--- src/adc_port_params.svh ---
// Timing counts, pin positions and reset values of the result port
`ifndef ADC_PORT_PARAMS_SVH
`define ADC_PORT_PARAMS_SVH

`define SYS_CLK_MHZ 100
`define CONV_TIME_NS 650
`define CONV_CYCLES ((`CONV_TIME_NS * `SYS_CLK_MHZ + 999) / 1000)
`define SCLK_QUARTER_NS 20
`define SCLK_QUARTER_CYCLES ((`SCLK_QUARTER_NS * `SYS_CLK_MHZ + 999) / 1000)
`define ERR_PULSE_NS 100
`define ERR_PULSE_CYCLES ((`ERR_PULSE_NS * `SYS_CLK_MHZ + 999) / 1000)

`define RESULT_BITS 5'h10
`define CODING_FLIP 16'h8000
`define PIN_SDATA 8
`define PIN_SCLK 9
`define PIN_FRAME 10
`define PIN_ERROR 11
`define SYNC_INIT 9'h1C0
`define OE_ALL_OFF 16'hFFFF

`endif

--- src/adc_port_pkg.sv ---
// Types shared by the result port modules
package adc_port_pkg;

  typedef struct packed {
    logic portSerial;
    logic clockExternal;
    logic clockInvert;
    logic framePolarity;
    logic codingTwos;
  } port_config_type;

  typedef struct packed {
    logic conversionStartN;
    logic converterSelectN;
    logic readEnableN;
    logic shiftClock;
    port_config_type cfg;
  } pin_sample_type;

  typedef enum logic [0:0] {
    SER_IDLE = 1'b0,
    SER_SHIFT = 1'b1
  } serial_state_type;

endpackage

--- src/sync2.sv ---
// Two-flop synchroniser for a vector of asynchronous levels
`timescale 1ns/1ps
module sync2 #(
  parameter int WIDTH = 1,
  parameter logic [WIDTH-1:0] INIT = '0
) (
  // Clock and reset
  input wire logic sys_clk,
  input wire logic reset,
  // Levels
  input wire logic [WIDTH-1:0] asyncIn,
  output logic [WIDTH-1:0] syncOut
);
  logic [WIDTH-1:0] stage1Q;
  logic [WIDTH-1:0] stage2Q;

  always_ff @(posedge sys_clk) begin
    if (reset) begin
      stage1Q <= INIT;
      stage2Q <= INIT;
    end else begin
      stage1Q <= asyncIn;
      stage2Q <= stage1Q;
    end
  end

  assign syncOut = stage2Q;
endmodule

--- src/word_buffer.sv ---
// Two-entry word buffer with valid and ready on both sides
`timescale 1ns/1ps
module word_buffer #(
  parameter int WIDTH = 16
) (
  // Clock and reset
  input wire logic sys_clk,
  input wire logic reset,
  // Fill side
  input wire logic inValid,
  input wire logic [WIDTH-1:0] inData,
  output logic inReady,
  // Drain side
  output logic outValid,
  output logic [WIDTH-1:0] outData,
  input wire logic outReady
);
  logic [WIDTH-1:0] entryQ [2];
  logic [WIDTH-1:0] entryD [2];
  logic headQ;
  logic headD;
  logic [1:0] countQ;
  logic [1:0] countD;
  logic push;
  logic pop;

  assign inReady = (countQ != 2'h2);
  assign outValid = (countQ != 2'h0);
  assign outData = entryQ[headQ];

  always_comb begin
    push = inValid && inReady;
    pop = outValid && outReady;
    entryD = entryQ;
    headD = headQ;
    countD = countQ;
    if (push) begin
      entryD[headQ ^ countQ[0]] = inData;
    end
    if (pop) begin
      headD = ~headQ;
    end
    if (push && !pop) begin
      countD = countQ + 2'h1;
    end else if (pop && !push) begin
      countD = countQ - 2'h1;
    end
  end

  always_ff @(posedge sys_clk) begin
    if (reset) begin
      entryQ[0] <= '0;
      entryQ[1] <= '0;
      headQ <= 1'b0;
      countQ <= 2'h0;
    end else begin
      entryQ <= entryD;
      headQ <= headD;
      countQ <= countD;
    end
  end
endmodule

--- src/adc_result_output_port.sv ---
// Result output port: conversion timing, parallel and serial delivery
// Functional notes
// [RULE1] Serial mode: bit-8 pin carries serial result, timed by shift clock.
// [RULE2] Parallel mode: pins 8 to 11 carry result bits 8 to 11.
// [RULE3] Result held in shift register, shifted out MSB first.
// [RULE4] Coding select picks offset binary or two's complement output.
// [RULE5] Master mode: serial data stable at both shift clock edges.
// [RULE6] Slave, invert low: data changes on rising edge.
// [RULE7] Slave, invert high: data changes on falling edge.
// [RULE8] Clock pin driven by device in master, driven by host in slave.
// [RULE9] Serial mode: bit-10 pin is frame marker, master clock only.
// [RULE10] Polarity low: frame marker high while serial data valid.
// [RULE11] Polarity high: frame marker low while serial data valid.
// [RULE12] Slave serial mode: bit-11 pin is incomplete-read error flag.
// [RULE13] Slave read unfinished at next conversion end: drop data, pulse error.
// [RULE14] Serial mode: parallel bits 12 to 15 in high impedance.
// [RULE15] Busy rises at conversion start, falls once result is latched.
// [RULE16] Host may use busy falling edge as data-ready strobe.
// [RULE17] Clock select low: device makes clock; high: host clock, chip-gated.
// [RULE18] Drivers enabled only while select and read enable both low.
// [RULE19] Falling edge on conversion start begins a conversion.
// [RULE20] Reset high resets logic and aborts a running conversion.
// [RULE21] Each serial read moves exactly sixteen bits, one per clock period.
`timescale 1ns/1ps
`include "adc_port_params.svh"
module adc_result_output_port
  import adc_port_pkg::*;
(
  // Clock and reset
  input wire logic sys_clk,
  input wire logic reset,
  // Conversion control and raw result from the converter core
  input wire logic conversionStartN,
  input wire logic [15:0] sarResult,
  // Host read control
  input wire logic converterSelectN,
  input wire logic readEnableN,
  // Port configuration levels
  input wire logic portFormatSelect,
  input wire logic clockSourceSelect,
  input wire logic shiftClockInvert,
  input wire logic frameMarkerPolarity,
  input wire logic outputCodingSelect,
  // Shift clock pin input side
  input wire logic shiftClockIn,
  // Data pins and status
  output logic [15:0] dataOut,
  output logic [15:0] dataOeN,
  output logic busy
);
  localparam logic [7:0] CONV_COUNT = 8'(`CONV_CYCLES);
  localparam logic [3:0] QUARTER_LAST = 4'(`SCLK_QUARTER_CYCLES - 1);
  localparam logic [4:0] ERR_COUNT = 5'(`ERR_PULSE_CYCLES);

  pin_sample_type pinsRaw;
  pin_sample_type pinsS;
  port_config_type cfg;
  logic outEnable;
  logic master;
  logic slave;

  // Conversion group
  logic startPrevQ, startPrevD;
  logic convActiveQ, convActiveD;
  logic [7:0] convCountQ, convCountD;
  logic pendingQ, pendingD;
  logic [15:0] pendWordQ, pendWordD;
  logic busyQ, busyD;
  logic pushFire;

  // Buffer wires
  logic bufInReady;
  logic bufOutValid;
  logic [15:0] bufOutData;
  logic popReady;
  logic popFire;

  // Delivery group
  serial_state_type stateQ, stateD;
  logic [15:0] shiftQ, shiftD;
  logic [4:0] bitsLeftQ, bitsLeftD;
  logic [1:0] phaseQ, phaseD;
  logic [3:0] divQ, divD;
  logic sclkPrevQ, sclkPrevD;
  logic [4:0] errCountQ, errCountD;
  logic [15:0] resultQ, resultD;
  logic [15:0] dataOutQ, dataOutD;
  logic [15:0] dataOeNQ, dataOeND;
  logic sclkLevel;
  logic updateEdge;
  logic readStarted;

  assign pinsRaw = '{conversionStartN: conversionStartN,
                     converterSelectN: converterSelectN,
                     readEnableN: readEnableN,
                     shiftClock: shiftClockIn,
                     cfg: '{portSerial: portFormatSelect,
                            clockExternal: clockSourceSelect,
                            clockInvert: shiftClockInvert,
                            framePolarity: frameMarkerPolarity,
                            codingTwos: outputCodingSelect}};

  // Reset values equal the idle pin levels: no false edge
  sync2 #(
    .WIDTH($bits(pin_sample_type)),
    .INIT(`SYNC_INIT)
  ) pinSync (
    .sys_clk(sys_clk),
    .reset(reset),
    .asyncIn(pinsRaw),
    .syncOut(pinsS)
  );

  word_buffer #(
    .WIDTH(16)
  ) resultBuffer (
    .sys_clk(sys_clk),
    .reset(reset),
    .inValid(pendingQ),
    .inData(pendWordQ),
    .inReady(bufInReady),
    .outValid(bufOutValid),
    .outData(bufOutData),
    .outReady(popReady)
  );

  assign cfg = pinsS.cfg;
  assign outEnable = !pinsS.converterSelectN && !pinsS.readEnableN; // RULE18
  assign master = cfg.portSerial && !cfg.clockExternal; // RULE17
  assign slave = cfg.portSerial && cfg.clockExternal; // RULE17
  // A result waits here while the buffer is full
  assign pushFire = pendingQ && bufInReady;

  // Conversion timing and busy
  always_comb begin
    startPrevD = pinsS.conversionStartN;
    convActiveD = convActiveQ;
    convCountD = convCountQ;
    pendingD = pendingQ;
    pendWordD = pendWordQ;
    if (pushFire) begin
      pendingD = 1'b0;
    end
    if (convActiveQ) begin
      if (convCountQ == 8'h01) begin
        convActiveD = 1'b0;
        pendingD = 1'b1;
        pendWordD = sarResult ^ (cfg.codingTwos ? `CODING_FLIP : 16'h0000); // RULE4
      end else begin
        convCountD = convCountQ - 8'h01;
      end
    end else if (!pendingQ && startPrevQ && !pinsS.conversionStartN) begin
      convActiveD = 1'b1; // RULE19
      convCountD = CONV_COUNT;
    end
    // Busy covers the wait for buffer space as well
    busyD = convActiveD || pendingD; // RULE15
  end

  always_ff @(posedge sys_clk) begin
    if (reset) begin // RULE20
      startPrevQ <= 1'b1;
      convActiveQ <= 1'b0;
      convCountQ <= 8'h00;
      pendingQ <= 1'b0;
      pendWordQ <= 16'h0000;
      busyQ <= 1'b0;
    end else begin
      startPrevQ <= startPrevD;
      convActiveQ <= convActiveD;
      convCountQ <= convCountD;
      pendingQ <= pendingD;
      pendWordQ <= pendWordD;
      busyQ <= busyD;
    end
  end

  // Buffer drain: parallel always, slave once the shifter is free, master also needs outEnable
  always_comb begin
    if (!cfg.portSerial) begin
      popReady = 1'b1;
    end else if (master) begin
      popReady = (stateQ == SER_IDLE) && outEnable;
    end else begin
      popReady = (stateQ == SER_IDLE);
    end
    popFire = popReady && bufOutValid;
  end

  assign sclkLevel = pinsS.shiftClock ^ cfg.clockInvert;
  // Host clock is gated by chip select
  assign updateEdge = sclkLevel && !sclkPrevQ &&
                      !pinsS.converterSelectN; // RULE6 RULE7 RULE17
  // A read counts as started after its first update edge
  assign readStarted = (stateQ == SER_SHIFT) && (bitsLeftQ != `RESULT_BITS);

  // Delivery: parallel word, serial shifter, pins
  always_comb begin
    stateD = stateQ;
    shiftD = shiftQ;
    bitsLeftD = bitsLeftQ;
    phaseD = phaseQ;
    divD = divQ;
    sclkPrevD = sclkLevel;
    // Error pulse counts down in clock cycles
    errCountD = (errCountQ != 5'h00) ? errCountQ - 5'h01 : 5'h00;
    resultD = resultQ;
    if (popFire) begin
      if (!cfg.portSerial) begin
        resultD = bufOutData;
      end else begin
        shiftD = bufOutData; // RULE3
        bitsLeftD = `RESULT_BITS;
        stateD = SER_SHIFT;
        phaseD = 2'h0;
        divD = 4'h0;
      end
    end else if (!cfg.portSerial) begin
      stateD = SER_IDLE;
    end else if (stateQ == SER_SHIFT) begin
      // Host half period must exceed the synchroniser delay
      if (slave) begin
        if (pushFire && readStarted) begin
          stateD = SER_IDLE; // RULE13
          errCountD = ERR_COUNT; // RULE13
        end else if (updateEdge) begin
          if (bitsLeftQ == 5'h01) begin
            stateD = SER_IDLE; // RULE21
          end else begin
            shiftD = {shiftQ[14:0], 1'b0}; // RULE3
            bitsLeftD = bitsLeftQ - 5'h01;
          end
        end
      end else if (divQ == QUARTER_LAST) begin
        // Data moves a quarter before the rise and after the fall
        divD = 4'h0;
        phaseD = phaseQ + 2'h1; // RULE5
        if (phaseQ == 2'h3) begin
          if (bitsLeftQ == 5'h01) begin
            stateD = SER_IDLE; // RULE21
          end else begin
            shiftD = {shiftQ[14:0], 1'b0};
            bitsLeftD = bitsLeftQ - 5'h01;
          end
        end
      end else begin
        divD = divQ + 4'h1;
      end
    end

    dataOutD = 16'h0000;
    dataOeND = `OE_ALL_OFF;
    if (!cfg.portSerial) begin
      dataOutD = resultD; // RULE2
      dataOeND = {16{!outEnable}}; // RULE18
    end else begin
      // Pins 0-7 and 12-15 stay undriven
      dataOutD[`PIN_SDATA] = (stateD == SER_SHIFT) && shiftD[15]; // RULE1
      dataOeND[`PIN_SDATA] = !outEnable; // RULE1 RULE14
      if (master) begin
        dataOutD[`PIN_SCLK] = ((stateD == SER_SHIFT) &&
          (phaseD == 2'h1 || phaseD == 2'h2)) ^ cfg.clockInvert; // RULE5
        dataOeND[`PIN_SCLK] = !outEnable; // RULE8
        dataOutD[`PIN_FRAME] =
          (stateD == SER_SHIFT) ^ cfg.framePolarity; // RULE10 RULE11
        dataOeND[`PIN_FRAME] = !outEnable; // RULE9
      end else begin
        dataOutD[`PIN_ERROR] = (errCountD != 5'h00); // RULE12
        dataOeND[`PIN_ERROR] = !outEnable; // RULE12
      end
    end
  end

  always_ff @(posedge sys_clk) begin
    if (reset) begin
      stateQ <= SER_IDLE;
      shiftQ <= 16'h0000;
      bitsLeftQ <= 5'h00;
      phaseQ <= 2'h0;
      divQ <= 4'h0;
      sclkPrevQ <= 1'b0;
      errCountQ <= 5'h00;
      resultQ <= 16'h0000;
      dataOutQ <= 16'h0000;
      dataOeNQ <= `OE_ALL_OFF;
    end else begin
      stateQ <= stateD;
      shiftQ <= shiftD;
      bitsLeftQ <= bitsLeftD;
      phaseQ <= phaseD;
      divQ <= divD;
      sclkPrevQ <= sclkPrevD;
      errCountQ <= errCountD;
      resultQ <= resultD;
      dataOutQ <= dataOutD;
      dataOeNQ <= dataOeND;
    end
  end

  assign dataOut = dataOutQ;
  assign dataOeN = dataOeNQ;
  assign busy = busyQ; // RULE16
endmodule

--- config.mk ---
export PLATFORM = sky130hd
export DESIGN_NAME = adc_result_output_port
export DESIGN_NICKNAME = d
export VERILOG_FILES = /design/src/adc_port_pkg.sv /design/src/sync2.sv /design/src/word_buffer.sv /design/src/adc_result_output_port.sv
export VERILOG_INCLUDE_DIRS = /design/src
export SDC_FILE = /design/constraint.sdc
export NUM_CORES = 1
export LEC_CHECK = 0
export BUFFER_PORTS_ARGS = -buffer_cell sky130_fd_sc_hd__buf_2
export CAP_MARGIN = 20
export CORE_MARGIN = 2
export CORE_UTILIZATION = 55
export DETAILED_ROUTE_END_ITERATION = 10
export PLACE_DENSITY = 0.75
export SLEW_MARGIN = 30
export SYNTH_ARGS = -nofsm -noshare
export SYNTH_HDL_FRONTEND = slang
export SYNTH_SLANG_ARGS = --single-unit
--- constraint.sdc ---
create_clock -name sys_clk -period 5.3 [get_ports sys_clk]
set_clock_uncertainty 0.2 [all_clocks]
set_input_delay 0 -clock sys_clk [delete_from_list [all_inputs] [get_ports sys_clk]]
set_output_delay 0 -clock sys_clk [all_outputs]
set_load 0.005 [all_outputs]
======== Yosys cells after proc, flatten, opt, wreduce, memory -nomap -nowiden ========
Index checks and enable logic that the tools add are counted.
storage, ports and cells
  logic and storage cells ................. 173
  register bits after elaboration ......... 152
  bits of input ports ..................... 27
operators by class
  reductions and logical operators ........ 41
  bitwise gates (word level) .............. 9
  $lt $le $gt $ge ......................... 3
  multiplexer cells ....................... 76
  add/subtract/negate cells ............... 7
  eq/ne operators ......................... 12
operators with widths
  kind                 number
  $mux 16              17
  $mux 5               16
  $bwmux 32            1
  $mux 4               8
  $mux 8               3
  $mux 1               20
  $mux 2               10
  $logic_and 1x1->1    17
  $demux 16 s1         1
  $xor 16x16->16       1
  $reduce_bool 5->1    2
  $sub 5x1->5 const B  2
  $logic_not 1->1      9
  $eq 8x1->1 const B   1
  $reduce_bool 2->1    4
  $sub 8x1->8 const B  1
  $reduce_and 6->1     1
  $reduce_bool 3->1    2
  $eq 5x1->1 const B   1
  $ne 5x5->1 const B   1
  $add 2x1->2 const B  2
  $add 4x1->4 const B  1
  $eq 2x2->1 const B   2
  $eq 4x1->1 const B   1
  15 further kinds     24

======== Depth between registers and ports, before layout ========
Gate-level depths: netlist of the first run.
  depth in word-level cells ............... 13
  mapped depth ............................ 9

======== By module ========
From an unflattened synthesis of the first run, not the netlist that was laid out.
second synthesis, totals
  cells, all modules ...................... 727
  area total of the unflattened synthesis .. 6596.3 um^2
modules (own cells, without submodules)
  module                  seq. area each (um^2)  cells each  area an instance (um^2)  instances
  adc_result_output_port  1961.9                 473         4071.4                   1
  word_buffer             700.7                  217         2030.7                   1
  sync2                   360.3                  37          494.2                    1

======== Least setup slack after synthesis of the first run ========
No wires, ideal clock.
  path kind ............................... reg2reg
  start ................................... register divQ[0]
  end ..................................... register dataOutQ[9], in the netlist dataOut[9]
  path slack .............................. 3179 ps
  library setup time ...................... 60 ps
  stages on the path, launching flop included .. 8
  arrival time ............................ 1860 ps
  cell sequence ........................... dfxtp_1 -> ha_1 -> or3b_4 -> nor3_4 -> nor4b_2 -> nor2_1 -> a2111o_1 -> nand2_1
between the ends
  word-level cells in the longest chain between the ends .. 12
  elaborated cells on any way between the ends .. 18
RTL lines
  element                                          RTL line                       text
  start: declaration                               adc_result_output_port.sv:83   logic [3:0] divQ, divD;
  start signal: assignment                         adc_result_output_port.sv:291  divQ <= divD;
  $eq 4x1->1 *                                     adc_result_output_port.sv:234  end else if (divQ == QUARTER_LAST) begin
  $mux 2                                           adc_result_output_port.sv:234
  $mux 2                                           adc_result_output_port.sv:222  if (slave) begin
  $mux 2                                           adc_result_output_port.sv:220  end else if (stateQ == SER_SHIFT) begin
  $mux 2                                           adc_result_output_port.sv:218  end else if (!cfg.portSerial) begin
  $mux 2                                           adc_result_output_port.sv:208  if (popFire) begin
  $eq 2x1->1 / $eq 2x2->1 (equally long branches)  adc_result_output_port.sv:262  (phaseD == 2'h1 || phaseD == 2'h2)) ^ cfg.clockInvert;
  $logic_or 1x1->1                                 adc_result_output_port.sv:262
  $logic_and 1x1->1 *                              adc_result_output_port.sv:261  dataOutD[`PIN_SCLK] = ((stateD == SER_SHIFT) &&
  $xor 1x1->1 *                                    adc_result_output_port.sv:262
  $mux 2 *                                         adc_result_output_port.sv:260  if (master) begin
  $mux 4 *                                         adc_result_output_port.sv:253  if (!cfg.portSerial) begin
  end signal: assignment                           adc_result_output_port.sv:295  dataOutQ <= dataOutD;
  end: declaration                                 adc_result_output_port.sv:87   logic [15:0] dataOutQ, dataOutD;
Every way passes the cells marked *; elsewhere a longest branch is shown, timed or not.
A chain may end at the register's enable or synchronous reset.

======== Final worst setup path of the first run ========
  start ................................... register pinSync.stage2Q[3], in the netlist pinSync.syncOut[3]
  end ..................................... register shiftQ[10]
between the ends
  word-level cells in the longest chain between the ends .. 7
  elaborated cells on any way between the ends .. 16
RTL lines
  element                                                    RTL line                       text
  start: declaration                                         sync2.sv:15                    logic [WIDTH-1:0] stage2Q;
  start signal: assignment                                   sync2.sv:23                    stage2Q <= stage1Q;
  $logic_not 1->1                                            adc_result_output_port.sv:129  assign master = cfg.portSerial && !cfg.clockExternal;
  $logic_and 1x1->1                                          adc_result_output_port.sv:129
  $mux 1                                                     adc_result_output_port.sv:182  end else if (master) begin
  $mux 1                                                     adc_result_output_port.sv:180  if (!cfg.portSerial) begin
  $logic_and 1x1->1                                          adc_result_output_port.sv:187  popFire = popReady && bufOutValid;
  $ne 3x3->1 (no source line), or another cell as far along  -
  $reduce_and 6->1 (no source line)                          -
  end signal: assignment                                     adc_result_output_port.sv:288  shiftQ <= shiftD;
  end: declaration                                           adc_result_output_port.sv:80   logic [15:0] shiftQ, shiftD;
Parallel ways exist; a longest one is shown, timed or not. The select of a mux whose other input is x is not followed.

==> results.ini, run 1 <==
[hold_path]
min_path_type = in2reg
holdPathStages = 3
hold_start = readEnableN
min_to = pinSync.stage1Q[6]

[job]
maxCapViolations = 0

[placed_design]
io_buffer_count = 59
place_area_sq_um = 6427
hpwl_microns = 8228
place_ws_ps = 1710
gp_congestion = 0.8631

[yosys]
synth-edff-count = 0
ys_top_cells_by_count = 151 x dfxtp_1, 105 x nor2_1, 54 x nand2_1
yosys.area.top_type_share = 0.4844
synth.avg_cell_area_sq_um = 9.399
yosysSeqAreaShare = 0.4844
synth_most_common_cell = dfxtp_1
syn_area_sq_um = 6241
yosysWarnings = 0
ys_ff_latch = 151
ys_async_sr_fraction = 0
postSynthCellCount = 664
yosys-top-cells-area = dfxtp_1 48%, mux2i_1 7.9%, nor2_1 6.3%, a21oi_1 3.7%, nand2_1 3.2%
yosys_most_used_dff = dfxtp_1
yosys.area.top_type = dfxtp_1
yosysUniqueCellTypes = 68
syn_nets = 701

[clocking]
path_clk_slew_ps = 60
cts_hold_buf = 28
cts.repair.resized = 0
numCtsBuffers = 17
root_buffer = clkbuf_16
cts.path.max_buffers = 2
cts_max_level = 4
cts.sinks = 151
cts_tree = yes
post_cts_buffers = 0
clkLatencyLatePin_ps = 410

[power_and_ir_drop]
seqPwrFrac = 0.443
vdd_drop_max_mv = 0.2888
p_per_area_nw_per_um2 = 421.2
p_int_mw = 2.264
comb_power_share = 0.175
p_sw_frac = 0.2631
p_sw_mw = 0.8081
p_clk_frac = 0.382
p_leak_nw = 2.968

[worst_setup_path]
worst-r2r-setup-slack_ps = 1670
r2r-start = pinSync.syncOut[3]
cp_data_arrival_time_ps = 3700
critPathLaunchType = flop
critPathCaptureType = flop
rr_worst_depth = 6
reg2reg_to = shiftQ[10]
path_max_fanout = 21
crit_required_ps = 5370
crit_type = reg2reg

[routing]
routedWlPerCell_microns = 14.24
wl_microns = 12370
dr.first_iter.drc_count = 238
ant_nets = 0
drtPass1Iterations = 4
vias = 4680
avgViaCountPerCell = 5.386
drc = 0

[sta]
hold_viol_final = 0
period_share = 0.6855
rsz0062_at_grt = false
worstMarginPinSlew_ps = 934.5
maxSlewHeadroom = 0.3755
min_period_ps = 3633
finalSetupViolations = 0
finalWorstSetupSlack_ps = 1667
fmax_mhz = 275.2
tns_ps = 0
drv_slew = 0

[floorplanning]
ioPinCount = 60
initial_core_util = 0.5707
dieArea_sq_um = 12220
chipWidth_microns = 110.5
rows = 38
coreArea_sq_um = 10940
die_height_microns = 110.5

[final_layout]
fin_nets = 755
synthToLayoutAreaGrowth_pct = 16.84
antenna_cells = 0
fillers = 894
drive_gt1_frac = 0.1728
fin_util = 0.6668
fin_area_sq_um = 7292

[global_routing]
grt_util_all_layers = 0.2073
grt_max_degree = 92
grt_pass1_wl_microns = 20840
grt_pass1_vias = 4598
overflow = 0
antenna_found_initial = 0

[run_status]
status = finished, final reports clean

[cell usage in the layout (no fill, tap or decap), drive strengths merged, types with 15 or more instances in the layout]
master       count
a211oi          19
a21oi           46
and2            16
buf             60
clkbuf          23
dfxtp          151
dlygate4sd3     28
mux2i           49
nand2           55
nor2           106
nor2b           15
[worst max path at each step]
| stage | start | end | slack, ps | depth (start not counted) |
|---|---|---|---|---|
| 6_report | pinSync.syncOut[3] | shiftQ[10] | 1670 | 6 |
| 5_1_grt | pinSync.syncOut[3] | shiftQ[9] | 1380 | 6 |
| 4_1_cts | pinSync.syncOut[3] | shiftQ[10] | 1730 | 6 |
| 3_5_place_dp | pinSync.syncOut[3] | shiftQ[10] | 1710 | 6 |
| 3_3_place_gp | pinSync.syncOut[3] | shiftQ[8] | 1910 | 6 |
| 2_1_floorplan | divQ[0] | dataOut[9] | 3180 | 7 |
[flip-flops by register name, summed over array words and instances (netlist names), 2 cells and up]
signal / count
divQ: 4
resultBuffer.countQ: 2
errCountQ: 5
phaseQ: 2
pinSync.stage1Q: 9
pendWordQ: 16
convCountQ: 8
dataOeN: 4
pinSync.syncOut: 9
resultQ: 16
shiftQ: 16
dataOut: 16
resultBuffer.entryQ: 32
bitsLeftQ: 5
[metrics by stage]
step / hold slack [ps] / std cells / power [mW]
5_1_grt: 94.05 / 869 / 3.225
4_1_cts: 95.74 / 869 / 3.094
3_3_place_gp: -14.41 / 811 / 1.878
2_1_floorplan: -119.7 / 664 / 1.780
3_5_place_dp: -11.61 / 811 / 1.904
6_report: 103.3 / 869 / 3.072
[layer usage]
| layer | GRT usage | part of all wire |
|---|---|---|
| met1 | 0.2552 | 0.45 |
| met2 | 0.3452 | 0.49 |
| met3 | 0.04665 | 0.042 |
| met4 | 0.09750 | 0.018 |
| met5 | 0 | 0 |
[power by group through the flow]
stage / Combinational (mW) / Clock, mW / Sequential, mW
after CTS: 0.540 / 1.19 / 1.36
after global routing: 0.601 / 1.25 / 1.38
final: 0.539 / 1.17 / 1.36
after floorplan: 0.423 / 0 / 1.36
after detailed placement: 0.520 / 0 / 1.38
after global placement: 0.500 / 0 / 1.38
[critical path, cell delays in order, from the launching register on]
cell	delay, ps
dfxtp_1	560
o21bai_1	220
nand3_1	570
a221oi_2	960
nand2_1	480
a221oi_1	430
nor2_1	60
[cell families (layout without fill, tap and decap cells)]
logic type | after synthesis | count (layout) | share of synthesized area
XOR/XNOR | 18 | 18 | 0.02526
AO/OA/AOI/OAI | 112 | 112 | 0.1261
buffers and inverters | 67 | 132 | 0.05573
AND/OR/NAND/NOR | 256 | 256 | 0.2081
flip-flops | 151 | 151 | 0.4844
adder cells (fa/ha/maj) | 10 | 10 | 0.02005
multiplexers | 50 | 50 | 0.08039
[layout make-up]
class | count | area (sq um) | area share
inverters | 14 | 52.55 | 0.007207
flip-flops and latches | 151 | 3024 | 0.4147
well taps | 140 | 175.2 | 0.02402
multi-input cells | 446 | 2872 | 0.3938
clock inverters | 7 | 95.09 | 0.01304
repair buffers | 88 | 585.6 | 0.08030
clock buffers | 23 | 488.0 | 0.06692
No activity file was read; power rests on OpenSTA's default activity.
==> run 2: changes to the inputs <==
- ABC_AREA: default -> 1
- clock period: 5.3 -> 3.6 ns (I/O delays scaled with it)
==> run 2 against run 1 <==
  * Non-clock buffer count rose by 2
  * Clock power increased by 70%
  * Worst setup slack lost 670 ps
  * Register-to-register slack worse by 670 ps
  * Worst hold slack got worse by 12 ps
  * Power is 63% higher
  * Cell area increased by 1.8%
  * Critical path depth up 1
  * Sequential share of layout area down 0.75 points
  * Largest cell class unchanged
  * Highest routed layer unchanged
  * Routed wire length up 8.0%
  * Clock-buffer cell count is 5 lower
  * Sequential power is 46% higher
==> results.ini, run 2 <==
[final_layout]
regArea_sq_um = 3023
drive_gt1_frac = 0.1657
synthToLayoutAreaGrowth_pct = 18.61
fin_nets = 894
fin_util = 0.6759
final_common_cell = nor2_1
fin_area_sq_um = 7423
largest_register_ff_count = 32
antenna_cells = 0
fillers = 878
top_register = resultBuffer.entryQ
stdcell_count = 1009
final_cell_mix = 189 x nor2_1, 151 x dfxtp_1, 89 x nand2_1, 71 x o21ai_0, 64 x inv_1
multi_input_area_sq_um = 2695

[yosys]
synth.avg_cell_area_sq_um = 7.882
ys_ff_latch = 151
synth-edff-count = 0
ys_top_cells_by_count = 189 x nor2_1, 151 x dfxtp_1, 89 x nand2_1
yosys.area.top_type_share = 0.4830
yosysWarnings = 0
syn_area_sq_um = 6259
yosys_most_used_dff = dfxtp_1
yosys.area.top_type = dfxtp_1
yosysSeqAreaShare = 0.4830
synth_most_common_cell = nor2_1
postSynthCellCount = 794
ys_async_sr_fraction = 0
yosys-top-cells-area = dfxtp_1 48%, nor2_1 11%, o21ai_0 5.7%, nand2_1 5.3%, inv_1 3.8%
syn_nets = 831
yosysUniqueCellTypes = 41

[routing]
avgViaCountPerCell = 5.160
routedWlPerCell_microns = 13.25
dr.first_iter.drc_count = 281
vias = 5206
wl_microns = 13370
ant_nets = 0
drc = 0
drtPass1Iterations = 5

[clocking]
numCtsBuffers = 17
path_clk_slew_ps = 60
root_buffer = clkbuf_16
cts_max_level = 4
cts.path.max_buffers = 2
clkLatencyLatePin_ps = 420
cts.sinks = 151
cts_tree = yes

[floorplanning]
die_height_microns = 110.7
rows = 38
ioPinCount = 60
coreArea_sq_um = 10980
initial_core_util = 0.5698
dieArea_sq_um = 12250
chipWidth_microns = 110.7

[sta]
worstMarginPinSlew_ps = 969.7
tns_ps = 0
finalSetupViolations = 0
whs_ps = 91.82
rsz0062_at_grt = false
maxSlewHeadroom = 0.3512
period_share = 0.7231
min_period_ps = 2603
finalWorstSetupSlack_ps = 997.0
drv_slew = 0
hold_viol_final = 0
fmax_mhz = 384.2

[placed_design]
place_area_sq_um = 6496
dp_cells = 952
place_ws_ps = 1058
hpwl_microns = 8676
io_buffer_count = 59
gp_congestion = 0.8726

[worst_setup_path]
crit_type = reg2reg
critPathCaptureType = flop
cp_data_arrival_time_ps = 2710
path_max_fanout = 17
slowest_stage = nor2_1
path_common_cell = nor2_1
rr_worst_depth = 7
critPathLaunchType = flop
crit_chain = inv_2, a21oi_4, inv_1, nor2_1, inv_1, nor2_1, nor2_1
max_stage_delay_ps = 670
crit_required_ps = 3710

[global_routing]
grt_max_degree = 74
grt_pass1_vias = 4860
grt_pass1_wl_microns = 22800
overflow = 0
antenna_found_initial = 0
grt_util_all_layers = 0.2264

[run_status]
status = finished, final reports clean

[hold_path]
holdPathStages = 3
min_path_type = in2reg

[power_and_ir_drop]
p_sw_mw = 1.424
seqPwrFrac = 0.396
finalPower_mw = 5.015
p_leak_nw = 3.225
p_int_mw = 3.592
p_clk_frac = 0.398
vdd_drop_max_mv = 0.3736
p_per_area_nw_per_um2 = 675.6
p_sw_frac = 0.2839
comb_power_share = 0.207

[job]
maxCapViolations = 0

run 2: cell count changes in the layout (fill, tap and decap cells not counted), moves of 10 or more:
cell,delta
nor2_1,+84
o21ai_0,+60
inv_1,+51
nand2_1,+35
mux2i_1,-33
nand3_1,+20
a211oi_1,-17
a21oi_1,-17
and2_1,-15
nor2b_1,-15
a31oi_1,+13
o21ai_1,+11
a21oi_2,+10
nand2_2,+10
run 2: routing by layer:
layer,part of all wire,track usage,vias to the layer above
met2,0.48,0.3644,149
li1,-,-,2656
met1,0.45,0.2913,2386
met5,0,0,-
met4,0.0095,0.07750,0
met3,0.056,0.06725,15
run 2: logic make-up after synthesis:
group,after synthesis,synth area share
flip-flops,151,0.4830
XOR/XNOR,12,0.01679
adder cells (fa/ha/maj),10,0.01999
AO/OA/AOI/OAI,143,0.1293
buffers and inverters,116,0.08636
AND/OR/NAND/NOR,346,0.2389
multiplexers,16,0.02559
run 2: power groups by stage:
stage               registers (mW)  logic [mW]  clock network, mW
floorplan                     2.01       0.793                  0
global placement              2.01       0.963                  0
detailed placement            2.02        1.00                  0
CTS                           1.98        1.03               2.02
global route                  2.01        1.17               2.09
finish                        1.98        1.04               1.99
run 2: repair_timing:
action                     CTS  global route
setup endpoints to repair    0             0
buffers inserted             0             0
hold endpoints to repair    36             0
gates resized for setup      0             0
hold buffers                26             0
run 2: cell type report:
cell class	instances	share of cell area
sequential	151	0.4072
clock inverter	13	0.03068
timing repair buffer	90	0.07989
multi-input combinational	527	0.3631
clock buffer	18	0.05916
inverter	70	0.03641
tap	140	0.02360
run 2: path summary, 6_finish.rpt:
path | from | endpoint | slack, ps
setup / recovery | resultBuffer.countQ[0] | resultBuffer.entryQ[13] | 1000
hold / removal | converterSelectN | pinSync.stage1Q[7] | 90
setup reg to reg | resultBuffer.countQ[0] | resultBuffer.entryQ[13] | 1000
hold reg to reg | pinSync.stage1Q[4] | pinSync.syncOut[4] | 200
run 2: critical path: cells and delay by family (launching register included):
family | cells | cell delay [ps]
AO/OA/AOI/OAI | 1 | 230
buffers and inverters | 3 | 640
flip-flops | 1 | 430
AND/OR/NAND/NOR | 3 | 980
==> run 3: changes to the inputs <==
- CORE_UTILIZATION: 55 -> 53
- clock period: 3.6 -> 2.2 ns (I/O delays scaled with it)
==> run 3 against run 2 <==
  * Clock power grew 40%
  * Clock-buffer cell count is the same
  * Critical path type unchanged
  * Maximum frequency rose by 26%
  * Die area grew 3.6%
  * Utilization decreased by 2.2 points
  * Sequential power is 64% higher
  * Largest cell class unchanged
  * Non-clock buffer count is 18 higher
==> results.ini, run 3 (same netlist as run 2, synthesis figures left out) <==
[sta]
hold_viol_final = 0
min_period_ps = 2069
finalSetupViolations = 0
period_share = 0.9404
worstMarginPinSlew_ps = 596.9
tns_ps = 0
maxSlewHeadroom = 0.5979
drv_slew = 0
fmax_mhz = 483.3

[power_and_ir_drop]
p_per_area_nw_per_um2 = 1030
vdd_drop_max_mv = 0.7673
p_leak_nw = 3.273

[worst_setup_path]
worst-r2r-setup-slack_ps = 130
rr_worst_depth = 9
cp.depth = 9
r2r-start = resultBuffer.countQ[0]
crit_start = resultBuffer.countQ[0]
critPathLaunchType = flop
crit_chain = nor2_1, nor2_8, nand3_1, nand2_1, inv_1, nor2_4, nand2_4, o21ai_0, nor2_1
crit_required_ps = 2310
path_common_cell = nor2_1
critPathCaptureType = flop
max_stage_delay_ps = 420
reg2reg_to = bitsLeftQ[1]
crit_type = reg2reg
cp_data_arrival_time_ps = 2180
path_max_fanout = 17
slowest_stage = dfxtp_1
path_buf_inv = 1
cpLargestDelayFamily = simple AND/OR/NAND/NOR gates

[clocking]
cts_tree = yes
cts_max_level = 4
clkLatencyLatePin_ps = 430
numCtsBuffers = 17
path_clk_slew_ps = 70
cts.sinks = 151
cts.path.max_buffers = 2
root_buffer = clkbuf_16

[floorplanning]
coreArea_sq_um = 11470
dieArea_sq_um = 12690
ioPinCount = 60
die_height_microns = 112.7
rows = 39
initial_core_util = 0.5458
chipWidth_microns = 112.7

[final_layout]
stdcell_count = 1031
top_register = resultBuffer.entryQ
largest_register_ff_count = 32
final_cell_mix = 188 x nor2_1, 150 x dfxtp_1, 89 x nand2_1, 71 x o21ai_0, 64 x inv_1
synthToLayoutAreaGrowth_pct = 19.81
drive_gt1_frac = 0.1768
antenna_cells = 0
fin_nets = 912
final_common_cell = nor2_1

[hold_path]
min_path_type = in2reg
hold_start = sarResult[12]
min_to = pendWordQ[12]
holdPathStages = 4

[routing]
drtPass1Iterations = 5
wl_microns = 13450
avgViaCountPerCell = 5.149
dr.first_iter.drc_count = 287
drc = 0
vias = 5309
ant_nets = 0
routedWlPerCell_microns = 13.05

[global_routing]
grt_pass1_wl_microns = 22970
overflow = 0
grt_max_degree = 54
grt_util_all_layers = 0.2221
antenna_found_initial = 0
grt_pass1_vias = 4957

[job]
maxCapViolations = 0

[run_status]
status = finished, final reports clean

[placed_design]
hpwl_microns = 8799
dp_cells = 964
io_buffer_count = 59
gp_congestion = 0.8744

==> run 3: changes by cell type in the layout (fill, tap and decap cells not counted), moves of 3 or more <==
cell	previous run	this run
clkinv_2	3	0
clkinv_4	2	6
inv_8	0	5
buf_4	5	14
dlygate4sd3_1	26	35
bufinv_16	6	0
==> run 3: report_power, final <==
part,switching (mW),total (mW),internal [mW]
Clock,1.26,2.79,1.53
Combinational,1.03,1.69,0.661
Sequential,0.146,3.24,3.09
==> run 3: how the worst max path moves through the flow <==
stage,end
finish,bitsLeftQ[1]
global route,bitsLeftQ[1]
CTS,bitsLeftQ[1]
detailed placement,bitsLeftQ[1]
global placement,bitsLeftQ[1]
floorplan,resultBuffer.countQ[1]
==> run 3: through the flow <==
step | power [mW] | utilization | hold slack (ps) | worst slack, ps | area, sq um
final | 7.720 | 0.6539 | 123.4 | 131.0 | 7498
after global routing | 8.126 | 0.6539 | 147.1 | -2.312 | 7498
after CTS | 7.765 | 0.6532 | 111.7 | 79.08 | 7491
after detailed placement | 4.934 | 0.5727 | -12.95 | 99.21 | 6568
after global placement | 4.853 | 0.5727 | -16.79 | 122.1 | 6568
after floorplan | 4.585 | - | -96.19 | 348.4 | 6259
==> run 3: layer usage <==
metal  global-route usage  vias up  share of wire
met2               0.3661      141           0.48
met4              0.07154        0          0.015
met1               0.2923     2470           0.45
li1                     -     2683              -
met5                    0        -              0
met3              0.04698       15          0.054
==> run 3: layout make-up <==
class                      instances  area (sq um)
fill                             930          3969
sequential                       151          3024
multi-input combinational        527          2701
timing repair buffer             108         750.7
clock buffer                      18         439.2
inverter                          70         270.3
tap                              143         178.9
clock inverter                    14         133.9
==> run 3: worst register-to-register path, cell delays in order (launching register included) <==
cell and delay (ps):
dfxtp_1 420, nor2_1 150, nor2_8 180, nand3_1 170, nand2_1 110, inv_1 100, nor2_4 190, nand2_4 180
o21ai_0 200, nor2_1 60
==> run 3: repair_timing <==
item,4_1_cts,5_1_grt
endpoints found under the setup margin,0,22
hold buffers,35,0
endpoints found under the hold margin,49,0
resized for setup,0,3
buffers inserted,0,0
